<file path="src/shared/result_regs_map.vh">
// register offsets, field positions and reset values of the result register bank
`ifndef RESULT_REGS_MAP_VH
`define RESULT_REGS_MAP_VH

// register indices; the byte address is four times the index
`define CELL_FOURTEEN_RESULT_IDX 10'h054
`define BLOCK_RESULT_IDX 10'h055
`define SUMMED_RESULT_IDX 10'h056
`define SCAN_ENABLE_MASK_IDX 10'h05E
`define READBACK_CTRL_IDX 10'h05F

// cell and block result field: 14-bit code in bits 15:2, bits 1:0 read zero; the summed result uses all 16 bits
`define RESULT_CODE_LSB 2
`define RESULT_CODE_W 14
`define RESULT_RESET 16'h0000

// scan_enable_mask fields
`define CHAN_EN_W 14
`define BLOCK_EN_BIT 14
`define SCAN_MASK_RESET 15'h7FFF

// readback control fields
`define FILT_SEL_BIT 0
`define READBACK_CTRL_RESET 1'b0

// scan channel numbers: 0..13 are cells one to fourteen, 14 is the block
`define CELL_FOURTEEN_CHAN 4'hD
`define BLOCK_CHAN 4'hE

// summed total: cell lsb is a quarter of the total lsb
`define TOTAL_SHIFT 2
`define TOTAL_MAX 16'hFFFF

// axi responses
`define RESP_OKAY 2'h0
`define RESP_SLVERR 2'h2

`endif

</file>
<file path="src/logic/result_hold.v">
// one stored measurement result with raw and filtered copies and a registered readback word
`timescale 1ns/1ps
`include "result_regs_map.vh"

module result_hold (
	input wire aclk,
	input wire aresetn,
	input wire load,
	input wire [13:0] raw_code,
	input wire [13:0] filt_code,
	input wire filt_sel,
	output reg [15:0] rd_word
);

	reg [13:0] raw_r;
	reg [13:0] filt_r;

	// a skipped measurement never pulses load, so both copies keep their value
	always @(posedge aclk) begin
		if (!aresetn) begin
			raw_r <= 14'h0000;
			filt_r <= 14'h0000;
			rd_word <= `RESULT_RESET;
		end else begin
			if (load) begin
				raw_r <= raw_code;
				filt_r <= filt_code;
			end
			rd_word <= {(filt_sel ? filt_r : raw_r), 2'b00};
		end
	end

endmodule

</file>
<file path="src/logic/measurement_result_registers.v">
// read-only measurement result registers behind an axi4-lite slave
//
// Chosen here: the AXI4-Lite interface to the registers.
`timescale 1ns/1ps
`include "result_regs_map.vh"

module measurement_result_registers (
	input wire aclk,
	input wire aresetn,
	input wire [11:0] s_axi_awaddr,
	input wire [2:0] s_axi_awprot,
	input wire s_axi_awvalid,
	output reg s_axi_awready,
	input wire [31:0] s_axi_wdata,
	input wire [3:0] s_axi_wstrb,
	input wire s_axi_wvalid,
	output reg s_axi_wready,
	output reg [1:0] s_axi_bresp,
	output reg s_axi_bvalid,
	input wire s_axi_bready,
	input wire [11:0] s_axi_araddr,
	input wire [2:0] s_axi_arprot,
	input wire s_axi_arvalid,
	output reg s_axi_arready,
	output reg [31:0] s_axi_rdata,
	output reg [1:0] s_axi_rresp,
	output reg s_axi_rvalid,
	input wire s_axi_rready,
	input wire scan_start,
	input wire scan_done,
	input wire meas_valid,
	input wire [3:0] meas_chan,
	input wire [13:0] meas_code,
	input wire [13:0] meas_filt_code,
	input wire meas_bipolar
);

	// scan engine states
	localparam S_IDLE = 1'b0;
	localparam S_SCAN = 1'b1;

	reg [14:0] scan_enable_mask_r;
	reg filt_sel_r;
	reg aw_full_r;
	reg w_full_r;
	reg [11:0] aw_addr_r;
	reg [31:0] w_data_r;
	reg [3:0] w_strb_r;
	reg state_r;
	reg state_nxt;
	reg signed [19:0] acc_r;
	reg signed [19:0] acc_nxt;
	reg [15:0] summed_result_r;
	reg [15:0] summed_nxt;
	reg meas_en;
	wire [15:0] cell_fourteen_result;
	wire [15:0] block_voltage_result;
	wire cell_fourteen_load;
	wire block_load;

	// widen a 14-bit code for the accumulator, signed when bipolar
	function signed [19:0] widen_code;
		input [13:0] code;
		input bipolar;
		begin
			if (bipolar)
				widen_code = {{6{code[13]}}, code};
			else
				widen_code = {6'h00, code};
		end
	endfunction

	// register index of a byte address
	function [9:0] reg_index;
		input [11:0] addr;
		begin
			reg_index = addr[11:2];
		end
	endfunction

	// channel enable lookup: cells from the mask low bits, block from its own bit
	always @* begin
		if (meas_chan == `BLOCK_CHAN)
			meas_en = scan_enable_mask_r[`BLOCK_EN_BIT];
		else if (meas_chan < `BLOCK_CHAN)
			meas_en = scan_enable_mask_r[meas_chan];
		else
			meas_en = 1'b0;
	end

	// a disabled channel is skipped: no load, no sum contribution
	assign cell_fourteen_load = meas_valid && meas_en && (meas_chan == `CELL_FOURTEEN_CHAN);
	assign block_load = meas_valid && meas_en && (meas_chan == `BLOCK_CHAN);

	// code held in bits 15:2 at 5 V full scale
	result_hold cell_fourteen_hold (
		.aclk(aclk),
		.aresetn(aresetn),
		.load(cell_fourteen_load),
		.raw_code(meas_code),
		.filt_code(meas_filt_code),
		.filt_sel(filt_sel_r),
		.rd_word(cell_fourteen_result)
	);

	// block code in bits 15:2 at 65 V full scale
	result_hold block_hold (
		.aclk(aclk),
		.aresetn(aresetn),
		.load(block_load),
		.raw_code(meas_code),
		.filt_code(meas_filt_code),
		.filt_sel(filt_sel_r),
		.rd_word(block_voltage_result)
	);

	// accumulate enabled cell results of the scan, publish at scan end
	always @* begin
		state_nxt = state_r;
		acc_nxt = acc_r;
		summed_nxt = summed_result_r;
		case (state_r)
		S_IDLE: begin
			if (scan_start) begin
				state_nxt = S_SCAN;
				acc_nxt = 20'sh00000;
			end
		end
		S_SCAN: begin
			if (meas_valid && meas_en && (meas_chan < `BLOCK_CHAN))
				acc_nxt = acc_r + widen_code(meas_code, meas_bipolar);
			if (scan_done) begin
				state_nxt = S_IDLE;
				if (acc_nxt[19]) begin
					summed_nxt = 16'h0000;
				end else if (acc_nxt[18:`TOTAL_SHIFT] > {1'b0, `TOTAL_MAX}) begin
					summed_nxt = `TOTAL_MAX;
				end else begin
					// cell lsb 5V/16384 is a quarter of the 80V/65536 total lsb
					summed_nxt = acc_nxt[17:`TOTAL_SHIFT];
				end
			end
		end
		default: begin
			state_nxt = S_IDLE;
		end
		endcase
	end

	always @(posedge aclk) begin
		if (!aresetn) begin
			state_r <= S_IDLE;
			acc_r <= 20'sh00000;
			summed_result_r <= `RESULT_RESET;
		end else begin
			state_r <= state_nxt;
			acc_r <= acc_nxt;
			summed_result_r <= summed_nxt;
		end
	end

	// write channel: address and data taken independently, response after both
	always @(posedge aclk) begin
		if (!aresetn) begin
			s_axi_awready <= 1'b0;
			s_axi_wready <= 1'b0;
			s_axi_bvalid <= 1'b0;
			s_axi_bresp <= `RESP_OKAY;
			aw_full_r <= 1'b0;
			w_full_r <= 1'b0;
			aw_addr_r <= 12'h000;
			w_data_r <= 32'h00000000;
			w_strb_r <= 4'h0;
			scan_enable_mask_r <= `SCAN_MASK_RESET;
			filt_sel_r <= `READBACK_CTRL_RESET;
		end else begin
			s_axi_awready <= s_axi_awvalid && !s_axi_awready && !aw_full_r && !s_axi_bvalid;
			s_axi_wready <= s_axi_wvalid && !s_axi_wready && !w_full_r && !s_axi_bvalid;
			if (s_axi_awvalid && s_axi_awready) begin
				aw_full_r <= 1'b1;
				aw_addr_r <= s_axi_awaddr;
			end
			if (s_axi_wvalid && s_axi_wready) begin
				w_full_r <= 1'b1;
				w_data_r <= s_axi_wdata;
				w_strb_r <= s_axi_wstrb;
			end
			if (aw_full_r && w_full_r && !s_axi_bvalid) begin
				aw_full_r <= 1'b0;
				w_full_r <= 1'b0;
				s_axi_bvalid <= 1'b1;
				s_axi_bresp <= `RESP_OKAY;
				case (reg_index(aw_addr_r))
				`SCAN_ENABLE_MASK_IDX: begin
					if (w_strb_r[0])
						scan_enable_mask_r[7:0] <= w_data_r[7:0];
					if (w_strb_r[1])
						scan_enable_mask_r[14:8] <= w_data_r[14:8];
				end
				`READBACK_CTRL_IDX: begin
					if (w_strb_r[0])
						filt_sel_r <= w_data_r[`FILT_SEL_BIT];
				end
				// result registers ignore writes
				`CELL_FOURTEEN_RESULT_IDX, `BLOCK_RESULT_IDX, `SUMMED_RESULT_IDX: begin
					s_axi_bresp <= `RESP_OKAY;
				end
				default: begin
					s_axi_bresp <= `RESP_SLVERR;
				end
				endcase
			end else if (s_axi_bvalid && s_axi_bready) begin
				s_axi_bvalid <= 1'b0;
			end
		end
	end

	// read channel: one read at a time, data registered with rvalid
	always @(posedge aclk) begin
		if (!aresetn) begin
			s_axi_arready <= 1'b0;
			s_axi_rvalid <= 1'b0;
			s_axi_rdata <= 32'h00000000;
			s_axi_rresp <= `RESP_OKAY;
		end else begin
			s_axi_arready <= s_axi_arvalid && !s_axi_arready && !s_axi_rvalid;
			if (s_axi_arvalid && s_axi_arready) begin
				s_axi_rvalid <= 1'b1;
				s_axi_rresp <= `RESP_OKAY;
				case (reg_index(s_axi_araddr))
				`CELL_FOURTEEN_RESULT_IDX: s_axi_rdata <= {16'h0000, cell_fourteen_result};
				`BLOCK_RESULT_IDX: s_axi_rdata <= {16'h0000, block_voltage_result};
				`SUMMED_RESULT_IDX: s_axi_rdata <= {16'h0000, summed_result_r};
				`SCAN_ENABLE_MASK_IDX: s_axi_rdata <= {17'h00000, scan_enable_mask_r};
				`READBACK_CTRL_IDX: s_axi_rdata <= {31'h00000000, filt_sel_r};
				default: begin
					s_axi_rdata <= 32'h00000000;
					s_axi_rresp <= `RESP_SLVERR;
				end
				endcase
			end else if (s_axi_rvalid && s_axi_rready) begin
				s_axi_rvalid <= 1'b0;
			end
		end
	end

endmodule

</file>
<file path="config.mk">
export PLATFORM = sky130hd
export DESIGN_NAME = measurement_result_registers
export DESIGN_NICKNAME = d
export VERILOG_FILES = /design/src/logic/result_hold.v /design/src/logic/measurement_result_registers.v
export VERILOG_INCLUDE_DIRS = /design/src /design/src/shared
export SDC_FILE = /design/constraint.sdc
export NUM_CORES = 1
export LEC_CHECK = 0
export ABC_AREA = 0
export BUFFER_PORTS_ARGS = -buffer_cell sky130_fd_sc_hd__buf_2
export CAP_MARGIN = 40
export CELL_PAD_IN_SITES_DETAIL_PLACEMENT = 2
export CELL_PAD_IN_SITES_GLOBAL_PLACEMENT = 2
export CORE_MARGIN = 1.5
export CORE_UTILIZATION = 31
export CTS_CLUSTER_SIZE = 20
export DETAILED_ROUTE_END_ITERATION = 6
export PLACE_DENSITY_LB_ADDON = 0.25
export SLEW_MARGIN = 10
export SYNTH_ARGS = -nofsm -noshare
export SYNTH_HDL_FRONTEND = slang
export SYNTH_SLANG_ARGS = --single-unit
</file>
<file path="constraint.sdc">
create_clock -name aclk -period 2.8 [get_ports aclk]
set_input_delay 0.42 -clock aclk [delete_from_list [all_inputs] [get_ports aclk]]
set_output_delay 0.42 -clock aclk [all_outputs]
set_load 0.01 [all_outputs]
</file>
==> flow_summary.json, run 1 <==
{
  "place_ws_ns": -0.341,
  "ios": 150,
  "r2r_cells": 12,
  "hold_depth": 3,
  "numPortBuffers": 102,
  "worstSetupEndpointType": "flop",
  "cts_buffer_depth": 2,
  "hold_violations": 0,
  "timing.fmax_mhz": 370,
  "ctsHtreeMaxLevel": 4,
  "final_nets": 1256,
  "synth_top_area_share_pct": 42.2,
  "cts.clk_slew.worst_paths_ns": 0.08,
  "hp-class": "in -> reg",
  "synth_area_um2": 8960,
  "hold_slack_ns": 0.227,
  "area_delta_synth_final_pct": 25.6,
  "cp_max_fo": 8,
  "status": "completed",
  "hold_buffers": 0,
  "grt.total_usage_pct": 18.8,
  "drive_above_1_share_pct": 24.2,
  "rows": 62,
  "synthSimpleGateAreaFrac_pct": 21.3,
  "max-vdd-ir-drop_uv": 444,
  "place.gp.congestion": 0.776,
  "clock_sinks": 189,
  "firstDrtPassIters": 4,
  "muxShareOfSynthArea_pct": 15.2,
  "min_to": "w_data_r[11]$_SDFFE_PN0P_",
  "antenna_found_initial": 0,
  "timing.final.ws_setup_ns": 0.0944,
  "synth_ff_type": "dfxtp_1",
  "ys_ff_latch": 189,
  "multi_input_area_um2": 5000,
  "synth_common_cells": "189 x dfxtp_1, 128 x nand2_1, 121 x mux2i_1",
  "critPathLaunchType": "flop",
  "power_density_nw_per_um2": 528,
  "period_needed_ns": 2.71,
  "r2r-end": "summed_result_r[9]$_SDFFE_PN0P_",
  "ant_nets": 0,
  "synth_top_family_by_area": "simple AND/OR/NAND/NOR gates",
  "initial_core_util_pct": 31.4,
  "worstHoldStart": "s_axi_wdata[11]",
  "vias": 7574,
  "synth-compound-area-share_pct": 13.2,
  "drv_cap": 0,
  "fp.dieH_um": 173,
  "cts_tree": "yes",
  "drc_errors": 0,
  "synth_edf_count": 0,
  "cp.arrival_ns": 3.02,
  "clock_latency_ns": 0.44,
  "hpwl_um": 20600,
  "worstMarginPinSlew_ns": 0.647,
  "fillerInstances": 3215,
  "wl_per_cell_um": 18.4,
  "synth_fa_ha_area_share_pct": 2.18,
  "synth.most_common_cell": "dfxtp_1",
  "p_leak_nw": 4.77,
  "setup_violations": 0,
  "drt-initial-drc-count": 363,
  "seq_area_um2": 3790,
  "period_share_pct": 96.6,
  "rr_startpoint": "acc_r[1]$_SDFFE_PN0P_",
  "syn-instance-count": 968,
  "diodes": 0,
  "wl_um": 28100,
  "synth-xor-area-share_pct": 1.47,
  "dieArea_um2": 29900,
  "slew_headroom_pct": 56.5,
  "yosys.area.top_type": "dfxtp_1",
  "reg2reg_slack_ns": 0.09,
  "synth_top_cells_by_area": "dfxtp_1 42%, mux2i_1 14%, nor2b_1 7.1%",
  "ys_seq_area_share_pct": 42.2,
  "grt.overflow.total": 0,
  "fp.dieW_um": 173,
  "grt_max_degree": 138,
  "synth.avg_cell_area_um2": 9.25,
  "viasPerCell": 4.95,
  "yosysWarnings": 0,
  "synthDistinctLibCells": 67,
  "grt_first_pass_wirelength_um": 44400,
  "cts_buffers": 17,
  "cts_root_buf": "clkbuf_16",
  "required_ns": 3.11,
  "grt_pass1_vias": 8126,
  "fin_skew_ns": 0.0129,
  "critPathKind": "reg -> reg",
  "final-max-slew-violation-count": 0,
  "async_flop_share_pct": 0,
  "fp.coreArea_um2": 28500
}
area by class of cell:
type                       count  area share [%]
inverter                       7           0.234
clock buffer                  17            3.78
timing repair buffer         204            11.8
sequential                   189            33.7
clock inverter                15            1.71
multi-input combinational    713            44.5
tap                          384            4.27
placed cells by master (no fill, tap or decap), types with 6 or more instances in the layout:
cell type / n
dfxtp_1: 186
nand2_1: 128
mux2i_1: 121
nor2b_1: 102
buf_2: 101
buf_4: 98
nor2_1: 39
o21ai_0: 31
a21boi_0: 31
a21oi_1: 22
conb_1: 18
and2_1: 17
clkbuf_16: 17
nor3b_1: 13
a221oi_1: 12
nand3_1: 11
nor3_1: 10
ha_1: 10
o211ai_1: 9
xnor2_1: 8
a221o_1: 8
o21a_1: 7
inv_1: 6
nand2b_1: 6
critical path, stage by stage, from the launching register on:
cell and delay (ns):
dfxtp_4 0.36, ha_4 0.27, a211oi_1 0.07, buf_4 0.15
o41ai_2 0.26, a31oi_1 0.07, buf_4 0.17, o211ai_4 0.23
mux2i_4 0.30, mux2_4 0.23, nor2_2 0.04, buf_4 0.16
a221o_1 0.27
what timing repair did:
action | 4_1_cts | 5_1_grt
pin swaps | 0 | 5
cloned | 0 | 0
endpoints found under the setup margin | 16 | 18
gates resized for setup | 10 | 20
buffers inserted | 1 | 5
how the worst max path moves through the flow:
| stage | depth (start not counted) | slack [ns] | to | start |
|---|---|---|---|---|
| finish | 12 | 0.09 | summed_result_r[9]$_SDFFE_PN0P_ | acc_r[1]$_SDFFE_PN0P_ |
| global route | 10 | -0.01 | summed_result_r[15]$_SDFFE_PN0P_ | acc_r[4]$_SDFFE_PN0P_ |
| CTS | 12 | 0.02 | summed_result_r[6]$_SDFFE_PN0P_ | acc_r[0]$_SDFFE_PN0P_ |
| detailed placement | 13 | -0.34 | summed_result_r[4]$_SDFFE_PN0P_ | meas_code[0] |
| global placement | 13 | -0.30 | summed_result_r[4]$_SDFFE_PN0P_ | meas_code[0] |
| floorplan | 9 | 0.03 | summed_result_r[11]$_SDFFE_PN0P_ | meas_chan[0] |
routing by layer:
metal	GRT usage [%]	up-vias	part of all wire, %	routed length, µm
met5	0	-	0	0
met4	4.57	0	1.4	390
met3	3.23	21	2.7	757
met2	33.4	99	50	14000
met1	23.6	3771	46	12900
li1	-	3683	-	-
power breakdown:
part	leakage (nW)	switching [W]	internal, W
combinational	2.93	0.000326	0.000271
sequential	1.53	0.0000420	0.00273
clock	0.302	0.00120	0.00137
stage by stage:
step,std cells,cell area [µm²],total power (W),utilization [%],TNS [ns]
2_1_floorplan,985,9020,0.00315,-,0
3_3_place_gp,1491,10400,0.00340,36.5,-4.48
3_5_place_dp,1491,10400,0.00341,36.5,-5.36
4_1_cts,1524,11100,0.00600,38.9,0
5_1_grt,1529,11200,0.00618,39.4,-0.0398
6_report,1529,11200,0.00594,39.4,0
sequential cells by signal (all words and copies together) (netlist names), 2 cells and up:
signal                      cells
aw_addr_r                      10
w_data_r                       15
acc_r                          20
cell_fourteen_hold.filt_r      14
cell_fourteen_hold.rd_word     14
block_hold.filt_r              14
summed_result_r                16
scan_enable_mask_r             15
block_hold.rd_word             14
s_axi_rdata                    16
cell_fourteen_hold.raw_r       14
w_strb_r                        2
block_hold.raw_r               14
logic make-up after synthesis:
group | Yosys count
buf+inv | 83
other cells | 1
fa+ha+maj | 15
flops | 189
xor+xnor | 15
mux | 130
compound gates | 169
simple gates | 366
(Power assumes the default switching activity.)
==> run 2: changes to the inputs <==
--- a/config.mk
+++ b/config.mk
@@ -7,16 +7,16 @@
 export NUM_CORES = 1
 export LEC_CHECK = 0
 export ABC_AREA = 0
-export BUFFER_PORTS_ARGS = -buffer_cell sky130_fd_sc_hd__buf_2
 export CAP_MARGIN = 40
 export CELL_PAD_IN_SITES_DETAIL_PLACEMENT = 2
 export CELL_PAD_IN_SITES_GLOBAL_PLACEMENT = 2
 export CORE_MARGIN = 1.5
-export CORE_UTILIZATION = 31
+export CORE_UTILIZATION = 42
 export CTS_CLUSTER_SIZE = 20
 export DETAILED_ROUTE_END_ITERATION = 6
+export DONT_BUFFER_PORTS = 1
 export PLACE_DENSITY_LB_ADDON = 0.25
-export SLEW_MARGIN = 10
+export SLEW_MARGIN = 20
 export SYNTH_ARGS = -nofsm -noshare
 export SYNTH_HDL_FRONTEND = slang
 export SYNTH_SLANG_ARGS = --single-unit
==> constraint.sdc (replaced) <==
create_clock -name aclk -period 3.3 [get_ports aclk]
set_input_delay 0.495 -clock aclk [delete_from_list [all_inputs] [get_ports aclk]]
set_output_delay 0.495 -clock aclk [all_outputs]
set_load 0.01 [all_outputs]
==> run 2 against run 1 <==
  * Cell count down 19%
  * Clock skew is 0.0038 ns lower
  * Maximum frequency down 12%
  * Hold slack worse by 0.042 ns
  * Combinational power decreased by 46%
  * Via count is 7.8% lower
==> flow_summary.json, run 2 (same netlist as run 1, synthesis figures left out) <==
{
  "hp-class": "in -> reg",
  "regMostFlops": "acc_r",
  "drc_errors": 0,
  "cp_max_fo": 10,
  "period_share_pct": 93.3,
  "cp.arrival_ns": 3.43,
  "r2r_cells": 10,
  "crit_cells": 10,
  "ant_nets": 0,
  "required_ns": 3.65,
  "grt_first_pass_wirelength_um": 42700,
  "critPathTopFamily": "compound AO/OA/AOI/OAI gates",
  "place.gp.congestion": 0.830,
  "cts_buffers": 17,
  "grt.total_usage_pct": 25.2,
  "rows": 53,
  "hold_buffers": 0,
  "grt_max_degree": 175,
  "vias": 6986,
  "fp.dieH_um": 149,
  "worstMarginPinSlew_ns": 0.788,
  "dp_cells": 1206,
  "cts_repair_resize_count": 0,
  "top_regs": "acc_r (20), s_axi_rdata (16), summed_result_r (16)",
  "wl_per_cell_um": 21.7,
  "diodes": 0,
  "fin_skew_ns": 0.00911,
  "cts.clk_slew.worst_paths_ns": 0.07,
  "grt.overflow.total": 0,
  "r2r-end": "summed_result_r[6]$_SDFFE_PN0P_",
  "worstPathCellList": "ha_1 -> nand3_1 -> o41ai_1 -> a31oi_1 -> buf_4 -> o211ai_2 -> mux2i_4 -> mux2_4 -> nand2b_1 -> o211ai_1",
  "firstDrtPassIters": 4,
  "ctsHtreeMaxLevel": 4,
  "worstHoldStart": "aresetn",
  "cp_slowest_stage_delay_ns": 0.43,
  "cts_buffer_depth": 2,
  "setup_violations": 0,
  "clock_sinks": 189,
  "fin_cells": 1238,
  "dieArea_um2": 22200,
  "grt_pass1_vias": 7551,
  "timing.fmax_mhz": 325,
  "finalSetupTns_ns": 0,
  "rr_startpoint": "acc_r[5]$_SDFFE_PN0P_",
  "reg2reg_slack_ns": 0.22,
  "numPortBuffers": 0,
  "drv_cap": 0,
  "worstSetupEndpointType": "flop",
  "fp.dieW_um": 149,
  "mostFrequentLayoutCell": "dfxtp_1",
  "p_leak_nw": 3.87,
  "wl_um": 26900,
  "max-vdd-ir-drop_uv": 326,
  "mostFrequentLayoutCells": "188 x dfxtp_1, 128 x nand2_1, 121 x mux2i_1",
  "power_density_nw_per_um2": 481,
  "min_to": "acc_r[16]$_SDFFE_PN0P_",
  "cts_root_buf": "clkbuf_16",
  "post_cts_buffers": 0,
  "largest_reg_flops": 20,
  "drt-initial-drc-count": 304,
  "clock_latency_ns": 0.44,
  "critPathKind": "reg -> reg",
  "hold_depth": 1,
  "drive_above_1_share_pct": 7.89,
  "viasPerCell": 5.64,
  "hold_violations": 0,
  "cp_slowest_cell": "o41ai_1",
  "initial_core_util_pct": 42.7,
  "period_needed_ns": 3.08,
  "antenna_found_initial": 0,
  "hold_slack_ns": 0.185,
  "critPathBufInv": 1,
  "area_delta_synth_final_pct": 9.12,
  "final_nets": 1074,
  "ios": 150,
  "final-max-slew-violation-count": 0,
  "hpwl_um": 18800,
  "slew_headroom_pct": 47.5,
  "status": "completed",
  "rsz0062_at_grt": "false",
  "fp.coreArea_um2": 21000,
  "critPathLaunchType": "flop",
  "cts_tree": "yes"
}
==> run 2: stage by stage <==
step	setup slack (ns)	utilization (%)	area, µm²	power [W]
floorplan	0.458	-	9020	0.00267
global placement	0.213	43.9	9200	0.00271
detailed placement	0.116	43.9	9200	0.00272
CTS	0.236	46.6	9770	0.00475
global route	0.0468	46.6	9770	0.00488
finish	0.222	46.6	9770	0.00470
==> run 2: cell type report <==
type                    instances  area [µm²]
clock buffers                  18         429
clock inverters                14         136
fillers                      2271       11200
inverters                       7        26.3
multi-input cells             713        4860
flip-flops and latches        189        3780
well taps                     275         344
repair buffers                 22         190
==> run 2: per-layer routing <==
layer  up-vias  share of wire, %  wire length [µm]  track usage (%)
met4         0               2.2               592             7.72
met5         -                 0                 0                0
met2       132                49             13200             43.7
met1      3508                43             11700             30.2
li1       3314                 -                 -                -
met3        32               5.3              1430             6.85
==> run 2: worst max path at each step <==
stage                                      from                          endpoint
after global placement             meas_code[4]  summed_result_r[14]$_SDFFE_PN0P_
after global routing      acc_r[5]$_SDFFE_PN0P_   summed_result_r[6]$_SDFFE_PN0P_
after CTS                 acc_r[5]$_SDFFE_PN0P_   summed_result_r[6]$_SDFFE_PN0P_
after detailed placement          meas_code[11]   summed_result_r[7]$_SDFFE_PN0P_
after floorplan                    meas_chan[0]  summed_result_r[11]$_SDFFE_PN0P_
final                     acc_r[5]$_SDFFE_PN0P_   summed_result_r[6]$_SDFFE_PN0P_
==> run 2: report_power, final <==
| group | internal [W] | total, W | switching [W] | leakage [nW] |
|---|---|---|---|---|
| Sequential | 0.00232 | 0.00235 | 0.0000333 | 1.53 |
| Clock | 0.00105 | 0.00203 | 0.000974 | 0.255 |
| Combinational | 0.000139 | 0.000320 | 0.000181 | 2.09 |
==> run 2: worst register-to-register path: cells and delay by family, from the launching register on <==
kind	cells	cell delay [ns]
AND/OR/NAND/NOR	2	0.47
flip-flops	1	0.34
multiplexers	2	0.74
buffers and inverters	1	0.17
adder cells (fa/ha/maj)	1	0.31
AO/OA/AOI/OAI	4	0.97
